===== config.mk =====
export PLATFORM = sky130hd
export DESIGN_NAME = bpsc_pin_strap
export DESIGN_NICKNAME = d
export VERILOG_FILES = /design/src/include/bpsc_pkg.sv /design/src/core/bpsc_pin_strap.sv
export SDC_FILE = /design/constraint.sdc
export NUM_CORES = 1
export LEC_CHECK = 0
export BUFFER_PORTS_ARGS = -buffer_cell sky130_fd_sc_hd__buf_4
export CAP_MARGIN = 15
export CELL_PAD_IN_SITES_DETAIL_PLACEMENT = 1
export CELL_PAD_IN_SITES_GLOBAL_PLACEMENT = 1
export CORE_MARGIN = 2
export CORE_UTILIZATION = 25
export DETAILED_ROUTE_END_ITERATION = 10
export MAX_ROUTING_LAYER = met4
export PLACE_DENSITY = 0.64
export SYNTH_ARGS = -nofsm -noshare
export SYNTH_HDL_FRONTEND = slang
export SYNTH_SLANG_ARGS = --single-unit

===== constraint.sdc =====
create_clock -name mclk -period 1.06 [get_ports mclk]
set_input_delay 0.106 -clock mclk [delete_from_list [all_inputs] [get_ports mclk]]
set_output_delay 0.106 -clock mclk [all_outputs]
set_load 0.005 [all_outputs]

===== src/include/bpsc_pkg.sv =====
// package for the pin strap and pin steering block
package bpsc_pkg;
  localparam int RESET_MIN_NS = 40;
  localparam int CLK_PERIOD_NS = 100;
  // at least one cycle, rounded up
  localparam int RESET_MIN_CYC =
      (RESET_MIN_NS + CLK_PERIOD_NS - 1) / CLK_PERIOD_NS;
  localparam int NUM_SHARED = 8;
  localparam logic [7:0] PIN_FUNC_RESET = 8'h00;
  localparam logic [7:0] PIN_DIR_RESET = 8'h00;
  localparam logic [1:0] STRAP_RESET = 2'h3;
  localparam int STRAP_IR_BIT = 0;
  localparam int STRAP_HD_BIT = 1;
  typedef enum logic [1:0] {ST_SAMPLE, ST_FILL, ST_SETTLE,
                            ST_HELD} bpsc_state_e;
  typedef struct packed {
    logic infraredMode;
    logic halfDuplexMode;
  } bpsc_strap_s;
  typedef struct packed {
    logic spiMode;
    logic [1:0] i2cAddr;
    logic spiSelected;
    logic spiDataIn;
  } bpsc_host_s;
endpackage


===== src/core/bpsc_pin_strap.sv =====
// strap latching, host port selection and shared pin steering
`timescale 1ns/1ps
`default_nettype none
module bpsc_pin_strap (
  input wire logic mclk,
  input wire logic rst_n,
  input wire logic infrared_strap_n,
  input wire logic half_duplex_strap_n,
  input wire logic i2cSpiSel,
  input wire logic addr_sel0_or_chip_sel_n,
  input wire logic addr_sel1_or_serial_in,
  input wire logic serialClk,
  input wire logic spiOutData,
  input wire logic spiOutActive,
  output logic spiOut,
  output logic spiOutEn,
  output logic spiClkEdge,
  input wire logic irqActive,
  output logic irqOut,
  output logic irqOutEn,
  input wire logic uartTxData,
  input wire logic irTxData,
  output logic txPin,
  input wire logic rxPin,
  output logic rxData,
  input wire logic autoRtsLevel,
  input wire logic autoRtsEnable,
  input wire logic gpoRts,
  input wire logic txDirection,
  output logic request_to_send_a_n,
  input wire logic clear_to_send_a_n,
  input wire logic autoCtsEnable,
  output logic txAllowed,
  output logic ctsGpi,
  input wire logic [7:0] pin_function_control_reg,
  input wire logic [7:0] pin_direction_reg,
  input wire logic [7:0] gpioOutValue,
  input wire logic [7:0] modemOutValue,
  input wire logic [7:0] modemOutDrive,
  input wire logic [7:0] sharedPinIn,
  output logic [7:0] sharedPinOut,
  output logic [7:0] sharedPinOutEn,
  output logic [7:0] gpioInValue,
  output logic [7:0] modemInValue,
  output bpsc_pkg::bpsc_strap_s strapOut,
  output bpsc_pkg::bpsc_host_s hostOut
);
  import bpsc_pkg::*;

  // two-flop synchronisers for every pin input
  localparam int NSYNC = 16;
  logic [NSYNC-1:0] syncA_reg, syncA_next, syncB_reg, syncB_next;
  logic [NSYNC-1:0] rawIn;
  assign rawIn = {i2cSpiSel, sharedPinIn, clear_to_send_a_n, rxPin,
                  serialClk, addr_sel1_or_serial_in,
                  addr_sel0_or_chip_sel_n, half_duplex_strap_n,
                  infrared_strap_n};
  always_comb begin
    syncA_next = rawIn;
    syncB_next = syncA_reg;
  end
  always_ff @(posedge mclk or negedge rst_n) begin
    if (!rst_n) begin
      syncA_reg <= '1;
      syncB_reg <= '1;
    end else begin
      syncA_reg <= syncA_next;
      syncB_reg <= syncB_next;
    end
  end
  logic selS, irS, hdS, a0S, a1S, sclS, rxS, ctsS;
  logic [7:0] shS;
  assign {selS, shS, ctsS, rxS, sclS, a1S, a0S, hdS, irS} = syncB_reg;

  // strap sampler: sample once after release, then hold
  bpsc_state_e state_reg, state_next;
  logic [1:0] strap_reg, strap_next;
  always_comb begin
    state_next = state_reg;
    strap_next = strap_reg;
    case (state_reg)
      ST_SAMPLE: state_next = ST_FILL;
      // synchroniser still shows its reset ones until here
      ST_FILL: state_next = ST_SETTLE;
      ST_SETTLE: begin
        strap_next[STRAP_IR_BIT] = irS;
        strap_next[STRAP_HD_BIT] = hdS;
        state_next = ST_HELD;
      end
      ST_HELD: state_next = ST_HELD;
      default: state_next = ST_SAMPLE;
    endcase
  end
  always_ff @(posedge mclk or negedge rst_n) begin
    if (!rst_n) begin
      state_reg <= ST_SAMPLE;
      strap_reg <= STRAP_RESET;
    end else begin
      state_reg <= state_next;
      strap_reg <= strap_next;
    end
  end
  logic irMode, hdMode, strapsReady;
  assign irMode = ~strap_reg[STRAP_IR_BIT];
  assign hdMode = ~strap_reg[STRAP_HD_BIT];
  assign strapsReady = (state_reg == ST_HELD);

  // registered pin outputs
  logic txPin_next, rts_next, spiOut_next, spiOutEn_next;
  logic [7:0] shOut_next, shEn_next;
  logic sclPrev_reg;
  always_comb begin
    // transmit idles until straps are held
    if (!strapsReady)
      txPin_next = 1'b1;
    else if (irMode)
      txPin_next = irTxData;
    else
      txPin_next = uartTxData;
    if (hdMode)
      rts_next = ~txDirection;
    else if (autoRtsEnable)
      rts_next = autoRtsLevel;
    else
      rts_next = gpoRts;
    spiOutEn_next = ~selS & ~a0S & spiOutActive;
    spiOut_next = spiOutEn_next & spiOutData;
    for (int i = 0; i < NUM_SHARED; i++) begin
      shEn_next[i] = pin_function_control_reg[i] ? modemOutDrive[i]
                                                 : pin_direction_reg[i];
      shOut_next[i] = pin_function_control_reg[i] ? modemOutValue[i]
                                                  : gpioOutValue[i];
    end
  end
  always_ff @(posedge mclk or negedge rst_n) begin
    if (!rst_n) begin
      txPin <= 1'b1;
      request_to_send_a_n <= 1'b1;
      spiOut <= 1'b0;
      spiOutEn <= 1'b0;
      sharedPinOut <= 8'h00;
      sharedPinOutEn <= 8'h00;
      sclPrev_reg <= 1'b1;
    end else begin
      txPin <= txPin_next;
      request_to_send_a_n <= rts_next;
      spiOut <= spiOut_next;
      spiOutEn <= spiOutEn_next;
      sharedPinOut <= shOut_next;
      sharedPinOutEn <= shEn_next;
      sclPrev_reg <= sclS;
    end
  end

  // relied on: active edge is rising for SPI mode 0
  assign spiClkEdge = ~selS & sclS & ~sclPrev_reg;
  // open drain: drive low only while active
  assign irqOut = 1'b0;
  assign irqOutEn = irqActive;
  assign rxData = strapsReady ? rxS : ~irMode;
  assign txAllowed = ~autoCtsEnable | ~ctsS;
  assign ctsGpi = ctsS;
  assign gpioInValue = shS & ~pin_function_control_reg;
  assign modemInValue = shS & pin_function_control_reg;
  assign strapOut = '{infraredMode: irMode, halfDuplexMode: hdMode};
  assign hostOut = '{spiMode: ~selS,
                     i2cAddr: selS ? {a1S, a0S} : 2'h0,
                     spiSelected: ~selS & ~a0S,
                     spiDataIn: ~selS & a1S};

  a_strap_held: assert property (
    @(posedge mclk) disable iff (!rst_n)
    strapsReady |=> $stable(strap_reg))
    else $error("strap changed after latch");
  a_tx_idle: assert property (
    @(posedge mclk) disable iff (!rst_n)
    !strapsReady |=> txPin)
    else $error("tx not idle before straps held");
  a_rx_ignore: assert property (
    @(posedge mclk) disable iff (!rst_n)
    !strapsReady |-> rxData)
    else $error("rx not ignored before straps held");
  a_hd_rts: assert property (
    @(posedge mclk) disable iff (!rst_n)
    hdMode |=> request_to_send_a_n == ~$past(txDirection))
    else $error("rts not direction control");
  a_rts_flow: assert property (
    @(posedge mclk) disable iff (!rst_n)
    !hdMode && autoRtsEnable |=>
      request_to_send_a_n == $past(autoRtsLevel))
    else $error("rts not flow control");
  a_ir_tx: assert property (
    @(posedge mclk) disable iff (!rst_n)
    strapsReady && irMode |=> txPin == $past(irTxData))
    else $error("ir tx not routed");
  a_spi_hiz: assert property (
    @(posedge mclk) disable iff (!rst_n)
    (selS || a0S) |=> !spiOutEn)
    else $error("spi out driven while idle");
  a_irq_od: assert property (
    @(posedge mclk) disable iff (!rst_n)
    irqOutEn == irqActive && !irqOut)
    else $error("irq not open drain");
  a_port_sel: assert property (
    @(posedge mclk) disable iff (!rst_n)
    strapsReady |-> hostOut.spiMode == !$past(i2cSpiSel, 2))
    else $error("port select wrong");
  a_i2c_addr: assert property (
    @(posedge mclk) disable iff (!rst_n)
    strapsReady && selS |-> hostOut.i2cAddr ==
      {$past(addr_sel1_or_serial_in, 2), $past(addr_sel0_or_chip_sel_n, 2)})
    else $error("i2c address wrong");
  a_spi_cs: assert property (
    @(posedge mclk) disable iff (!rst_n)
    strapsReady |-> hostOut.spiSelected ==
      (!$past(i2cSpiSel, 2) && !$past(addr_sel0_or_chip_sel_n, 2)))
    else $error("chip select wrong");
  a_spi_din: assert property (
    @(posedge mclk) disable iff (!rst_n)
    strapsReady |-> hostOut.spiDataIn ==
      (!$past(i2cSpiSel, 2) && $past(addr_sel1_or_serial_in, 2)))
    else $error("spi data in wrong");
  a_cts_gate: assert property (
    @(posedge mclk) disable iff (!rst_n)
    strapsReady && autoCtsEnable && $past(clear_to_send_a_n, 2) |->
      !txAllowed)
    else $error("cts gate wrong");
  a_shared_dir: assert property (
    @(posedge mclk) disable iff (!rst_n)
    !pin_function_control_reg[0] |=>
      sharedPinOutEn[0] == $past(pin_direction_reg[0]))
    else $error("gpio direction wrong");
  c_ir_mode: cover property (@(posedge mclk) strapsReady && irMode);
  c_hd_mode: cover property (@(posedge mclk) strapsReady && hdMode);
  c_spi_sel: cover property (@(posedge mclk) hostOut.spiSelected);
  c_spi_edge: cover property (@(posedge mclk) spiClkEdge);
  c_strap_latch: cover property (@(posedge mclk) $rose(strapsReady));
endmodule
`default_nettype wire


# Word-level counts from Yosys, hierarchy flattened

Index checks and enable logic that the tools add are counted.

Flip-flop bits (word level): 57
Bits of input ports: 68
Output and inout port bits: 49

Equality and inequality tests: 3
Muxes and demuxes: 23
Bitwise operators: 18
Reductions and logical operators: 2

Operators with widths:

| cell                 | count |
|---|---|
| $mux W1              | 21 |
| $and A8 B8 Y8        | 2 |
| $not A1 Y1           | 8 |
| $not A8 Y8           | 1 |
| $and A1 B1 Y1        | 6 |
| $pmux W2 S3          | 1 |
| $eq A2 B2 Y1 const B | 2 |
| $eq A2 B1 Y1 const B | 1 |
| $logic_not A2 Y1     | 1 |
| $mux W2              | 1 |
| $reduce_or A2 Y1     | 1 |
| $or A1 B1 Y1         | 1 |

# Depth between registers and ports, before layout

Gate-level depths: netlist of the first run.

Depth in word-level cells: 4
Mapped depth: 2
Depth with buffers taken out: 2

# Worst setup path after synthesis of the first run

OpenSTA, ideal clock, no wires.

Path kind: flip-flop to flip-flop
Start: reg state_reg[0]
End: reg strap_reg[0]
Setup time: 0.082 ns
Arrival time: 0.851 ns
Data required time: 0.978 ns
Slack: 0.127 ns
Stages on the path, launching flop included: 3
Path buffers: 0
Clock period less this slack: 0.933 ns
Path through: dfrtp_1 -> nor2b_4 -> mux2_4

Longest elaborated chain between the ends: 1

Ends and longest elaborated chain:

| what                   | line                  | RTL |
|---|---|---|
| start, declared        | bpsc_pin_strap.sv:76  | `bpsc_state_e state_reg, state_next;` |
| start signal, assigned | bpsc_pin_strap.sv:99  | `state_reg <= state_next;` |
| $eq A2 B2 Y1           | bpsc_pin_strap.sv:81  | `case (state_reg)` |
| end signal, assigned   | bpsc_pin_strap.sv:100 | `strap_reg <= strap_next;` |
| end, declared          | bpsc_pin_strap.sv:77  | `logic [1:0] strap_reg, strap_next;` |

No other way between the ends.
A chain may end at the register's enable or synchronous reset.

# Worst setup path after layout of the first run

Start: reg state_reg[0]
End: out rxData

Longest elaborated chain between the ends: 2

Ends and longest elaborated chain:

| what          | line                  | RTL |
|---|---|---|
| $eq A2 B2 Y1  | bpsc_pin_strap.sv:106 | `assign strapsReady = (state_reg == ST_HELD);` |
| $mux W1       | bpsc_pin_strap.sv:160 | `assign rxData = strapsReady ? rxS : ~irMode;` |
| end, declared | bpsc_pin_strap.sv:25  | `output logic rxData,` |

No other way between the ends.

==> results of run 1 <==
[Yosys cell counts (3+ instances only)]
cell | number | area share
mux2_2 | 16 | 0.092
dfrtp_1 | 20 | 0.25
inv_1 | 3 | 0.0057
buf_4 | 4 | 0.015
nor2b_1 | 9 | 0.029
mux2_4 | 3 | 0.023
dfstp_2 | 37 | 0.49
and2_1 | 11 | 0.035
mux2i_1 | 3 | 0.015
[kinds of logic (layout without fill, tap and decap cells)]
group | count (synthesis) | after routing | share of synthesized area
other cells | 1 | 1 | 0.00191
buf+inv | 7 | 165 | 0.0210
simple gates | 29 | 29 | 0.0975
flops | 57 | 57 | 0.750
mux | 22 | 22 | 0.130
[per-layer routing]
metal  share of wire  global-route usage  up-vias
met5               0                   -        -
li1                -                   -      674
met4           0.011              0.0588        0
met1            0.38               0.132      708
met3           0.065              0.0342        5
met2            0.55               0.226       68
[worst max path at each step]
| stage | startpoint | end | slack (ps) | depth (start not counted) |
|---|---|---|---|---|
| floorplan | state_reg[0] | strap_reg[0] | 130 | 2 |
| global placement | state_reg[0] | rxData | 20 | 3 |
| detailed placement | state_reg[0] | rxData | -10 | 3 |
| CTS | state_reg[0] | rxData | -270 | 3 |
| global route | state_reg[0] | rxData | -280 | 3 |
| finish | state_reg[0] | rxData | -240 | 3 |
[where the power goes]
| part | leakage (nW) | internal (mW) | total, mW | switching [mW] |
|---|---|---|---|---|
| Clock | 0.102 | 1.10 | 1.89 | 0.792 |
| Combinational | 0.977 | 0.498 | 0.714 | 0.217 |
| Sequential | 0.620 | 2.36 | 2.41 | 0.0530 |
| Total | 1.70 | 3.95 | 5.02 | 1.06 |
[cell type report]
class | count | area [sq um]
multi-input combinational | 52 | 523
inverter | 3 | 11.3
sequential | 57 | 1470
clock buffer | 14 | 183
tap | 102 | 128
fill | 820 | 4090
clock inverter | 2 | 10.0
timing repair buffer | 146 | 1270
[metrics by stage]
stage / utilization / setup slack (ps)
finish: 0.468 / -244
global route: 0.468 / -279
CTS: 0.462 / -266
detailed placement: 0.385 / -10.0
global placement: 0.385 / 19.4
floorplan: - / 127
[timing repair]
| action | CTS | global route |
|---|---|---|
| resized for setup | 37 | 10 |
| hold buffers | 23 | 0 |
| setup buffers | 6 | 1 |
| pin swaps | 7 | 1 |
| hold endpoints to repair | 54 | 0 |
| endpoints found under the setup margin | 27 | 32 |
==> run summary, run 1 <==
Worst Reg2Reg Path Length in Cells = 4
Nets = 337
R2R Setup Slk = -40 ps
Max incr delay on CP = 410 ps
Final Hold Fails = 0
Placed Area = 2960 sq um
Power Total = 5.02 mW
Worst path slowest cell = dfrtp_2
Setup WS post-layout = -244 ps
WL/cell = 13.4 um
Post-Layout Cell Count = 376
Clk_skew = 4.10 ps
Netlist Area Pre-Place = 1960 sq um
Routability cong. = 0.702
Placed cells = 330
Pwr Density = 1390 nW/um^2
Core area = 7690 sq um
CTS tree = done
DP HPWL = 3.41 mm
Count of final max-slew check failures = 0
Ratio of cells with drive above 1 in the final layout = 0.803
Reg clk slew, reported paths = 60 ps
Initial Util = 0.256
Gr usage total = 0.128
Num CTS Buffers = 9
Clk_lat worst skew = 320 ps
Ordered cell list for the critical path = nand2_2 > mux2_4 > buf_6
Post-Syn Area per Cell = 16.9 sq um
Setup crit start kind = flop
Post-Synthesis Cells = 116
Vias in the first global route = 1714
Bufs on Longest Clock Path = 2
Maximum clock frequency = 0.767 GHz
Vias/cell = 3.87
H-tree Lvls = 3
Setup TNS = -3590 ps
Status = finished, violations left
Worst Setup End Kind = output pin
IO Port Bufs = 113
Final Cycle Share = 1.23
Hold_ws = 20.9 ps
R2r startpoint = syncB_reg[15]
Most frequent cells in the layout = buf_4, dfstp_2, buf_6
Period minus WS final = 1300 ps
Drt drc = 0
Async set-reset flop share out of synthesis = 1.00
Die area = 8580 sq um
CP Buf/Inv Count = 1
Critical path arrival = 1200 ps
Io pins = 117
Cell variety after synth = 19
Yosys reg bits = 57
Hold Path Depth = 2
IR drop worst, VDD = 0.677 mV
EDFF count, synth = 0
Root buffer cell = clkbuf_8
Lkg Pwr = 1.70 nW
Setup-failing EPs final = 30
Routed WL = 5.03 mm
Worst R2R End = spiOut
DRT Pass-1 Iters = 2
Chip width = 92.6 um
Total gr overflow = 0
Hold Path Class = input pin to flop
Max Cap Violations = 0
Hold path start = pin_direction_reg[0]
Dominant synthesized flop cell = dfstp_2
Global-route wire length before repair = 8.03 mm
Row count = 32
Critical Path Fanout Max = 2
Clock Sinks = 57
Failing checks = setup timing
Pin count of the biggest net entering global routing = 23
Ys Warns = 0
Iter 0 DRT Violations = 31
Layout area overhead = 83.1%
WS Path Type = flop to output pin
Crit path max-delay family = flip-flops
Syn Nets = 184
Total number of vias = 1455
RSZ-0062 raised after global routing = yes
Initial antenna violation count = 0
WP data required = 950 ps
Post-synthesis sequential area ratio = 0.750
Finished Cell Area = 3600 sq um
Antenna cells = 0
Hold Path Sink = sharedPinOutEn[0]
Leading cell type in the layout, fill and taps excluded = buf_4
Final ANT Viol Nets = 0
Die Ht = 92.6 um
Power figures use the tool's default switching activity.
==> run 2: changes to the inputs <==
--- a/config.mk
+++ b/config.mk
@@ -9,7 +9,6 @@
 export CAP_MARGIN = 15
 export CELL_PAD_IN_SITES_DETAIL_PLACEMENT = 1
 export CELL_PAD_IN_SITES_GLOBAL_PLACEMENT = 1
-export CORE_MARGIN = 2
 export CORE_UTILIZATION = 25
 export DETAILED_ROUTE_END_ITERATION = 10
 export MAX_ROUTING_LAYER = met4
==> run 2 against run 1 <==
The run still ends with setup timing left. Critical path depth unchanged. Global-route usage increased by 0.48 points. Via count is 0.41% higher. Sequential cell count did not move. Sequential power about the same. Non-clock buffer count is 1 higher. Register-to-register slack improved by 30 ps. Worst hold slack lost 4.7 ps. Core utilization grew 1.4 points. Setup slack better by 5.4 ps. Maximum frequency grew 0.41%. Die area down 4.3%.
==> run summary, run 2 (synthesized netlist as in run 1, its figures left out) <==
Status = finished, violations left
Failing checks = setup timing
Drt drc = 0 (unchanged)
Root buffer cell = clkbuf_8
Clk_skew = 5.20 ps (+1.10 ps)
Routed WL = 4.95 mm (-1.5%)
Vias/cell = 3.91 (+0.95%)
Iter 0 DRT Violations = 15 (-52%)
Critical path arrival = 1190 ps (about the same)
Setup crit start kind = flop
WS Path Type = flop to output pin
Io pins = 117 (unchanged)
RSZ-0062 raised after global routing = yes
Gr usage total = 0.132 (+0.00479)
IR drop worst, VDD = 0.584 mV (-14%)
Crit path max-delay family = flip-flops
Reg clk slew, reported paths = 60 ps (about the same)
Initial Util = 0.265 (+0.00962)
Setup-failing EPs final = 30 (unchanged)
Finished Core Util = 0.482 (+0.0136)
Max incr delay on CP = 410 ps (about the same)
Final ANT Viol Nets = 0 (unchanged)
Finished Cell Area = 3570 sq um (-0.83%)
Final Hold Fails = 0 (unchanged)
Clk_lat worst skew = 320 ps (about the same)
DRT Pass-1 Iters = 3 (+1)
Final Cycle Share = 1.22 (-0.00507)
Hold Path Class = input pin to flop
Period minus WS final = 1300 ps (-5.37 ps)
Count of final max-slew check failures = 0 (unchanged)
Total number of vias = 1461 (+0.41%)
GR met3 Demand/Resource = 0.0471 (+0.0130)
Clock Sinks = 57 (unchanged)
GRT Max-Usage Layer = met2
Most frequent cells in the layout = buf_4, dfstp_2, dlygate4sd3_1, buf_6, dfrtp_1
Pwr Density = 1350 nW/um^2 (-2.9%)
Met2 Track Usage GR = 0.215 (-0.0110)
Setup TNS = -3520 ps (+64.6 ps)
Critical Path Fanout Max = 2 (unchanged)
Vias in the first global route = 1758 (+2.6%)
Bufs on Longest Clock Path = 2 (unchanged)
WL/cell = 13.2 um (-0.99%)
Max Cap Violations = 0 (unchanged)
CTS tree = done
Core area = 7410 sq um (-3.6%)
Pin count of the biggest net entering global routing = 25 (+8.7%)
Routability cong. = 0.684 (-2.5%)
H-tree Lvls = 3 (unchanged)
Footprint of the multi-input gates = 526 sq um (+0.48%)
Total gr overflow = 0 (unchanged)
Worst path slowest cell = dfrtp_2
DP HPWL = 3.54 mm (+3.9%)
Met1 Use GR = 0.144 (+0.0113)
Worst Setup End Kind = output pin
Fill cells = 765 (-6.7%)
Ordered cell list for the critical path = nand2_2 > mux2_4 > buf_6
Lkg Pwr = 1.68 nW (-1.1%)
Ratio of cells with drive above 1 in the final layout = 0.789 (-0.0138)
Nets = 338 (+0.30%)
Pre-CTS setup slack = -6.30 ps (+3.71 ps)
Maximum clock frequency = 0.770 GHz (+0.41%)
Die Ht = 90.6 um (-2.2%)
Die area = 8220 sq um (-4.3%)
Layout area overhead = 81.6%
Placed Area = 2950 sq um (-0.30%)
Setup WS post-layout = -238 ps (+5.37 ps)
Flip-flop and latch area = 1470 sq um (unchanged)
Antenna cells = 0 (unchanged)
IO Port Bufs = 113 (unchanged)
WP data required = 950 ps (about the same)
Chip width = 90.6 um (-2.2%)
Leading cell type in the layout, fill and taps excluded = buf_4
Power Total = 4.83 mW (-3.7%)
Num CTS Buffers = 9 (unchanged)
Row count = 31 (-3.1%)
Initial antenna violation count = 0 (unchanged)
Global-route wire length before repair = 8.00 mm (-0.42%)
CP Buf/Inv Count = 1 (unchanged)
-- run 2: routing by layer --
layer,vias up,routed length [um]
met1,701,1970
met5,-,0
met3,4,404
met4,0,48
li1,680,-
met2,76,2530
-- run 2: report_power, final --
group | leakage (nW) | switching, mW | internal, mW
clock network | 0.0834 | 0.793 | 0.906
registers | 0.620 | 0.0525 | 2.36
logic | 0.978 | 0.222 | 0.495
total | 1.68 | 1.07 | 3.76
-- run 2: metrics by stage --
| step | hold WS, ps | instances |
|---|---|---|
| finish | 16.2 | 374 |
| global route | 0.0898 | 374 |
| CTS | 0.277 | 373 |
| detailed placement | 24.7 | 328 |
| global placement | 23.0 | 328 |
| floorplan | -190 | 116 |
-- run 2: cell type report --
type	count	share of cell area
clock buffer	13	0.0417
multi-input combinational	52	0.147
clock inverter	3	0.00491
timing repair buffer	147	0.355
inverter	3	0.00316
sequential	57	0.413
tap	99	0.0347
-- run 2: path summary, 6_finish.rpt --
path,cells after the start,startpoint,slack (ps),to
setup / recovery,3,state_reg[0],-240,rxData
hold / removal,3,irTxData,20,txPin
setup reg to reg,4,strap_reg[0],-10,txPin
hold reg to reg,0,syncA_reg[9],350,syncB_reg[9]
max in group asynchronous,3,rst_n,310,syncA_reg[11]
min in group asynchronous,2,rst_n,240,sharedPinOutEn[6]
-- run 2: worst register-to-register path, cell delays in order (launching register included) --
cell	delay (ps)
dfstp_2	570
buf_6	100
buf_6	80
mux2i_1	160
nand3_1	80
-- run 2: what timing repair did --
action,4_1_cts,5_1_grt
setup endpoints to repair,29,32
gates resized for setup,31,18
pin swaps,6,4
endpoints found under the hold margin,54,0
setup buffers,5,2
hold buffers,24,0
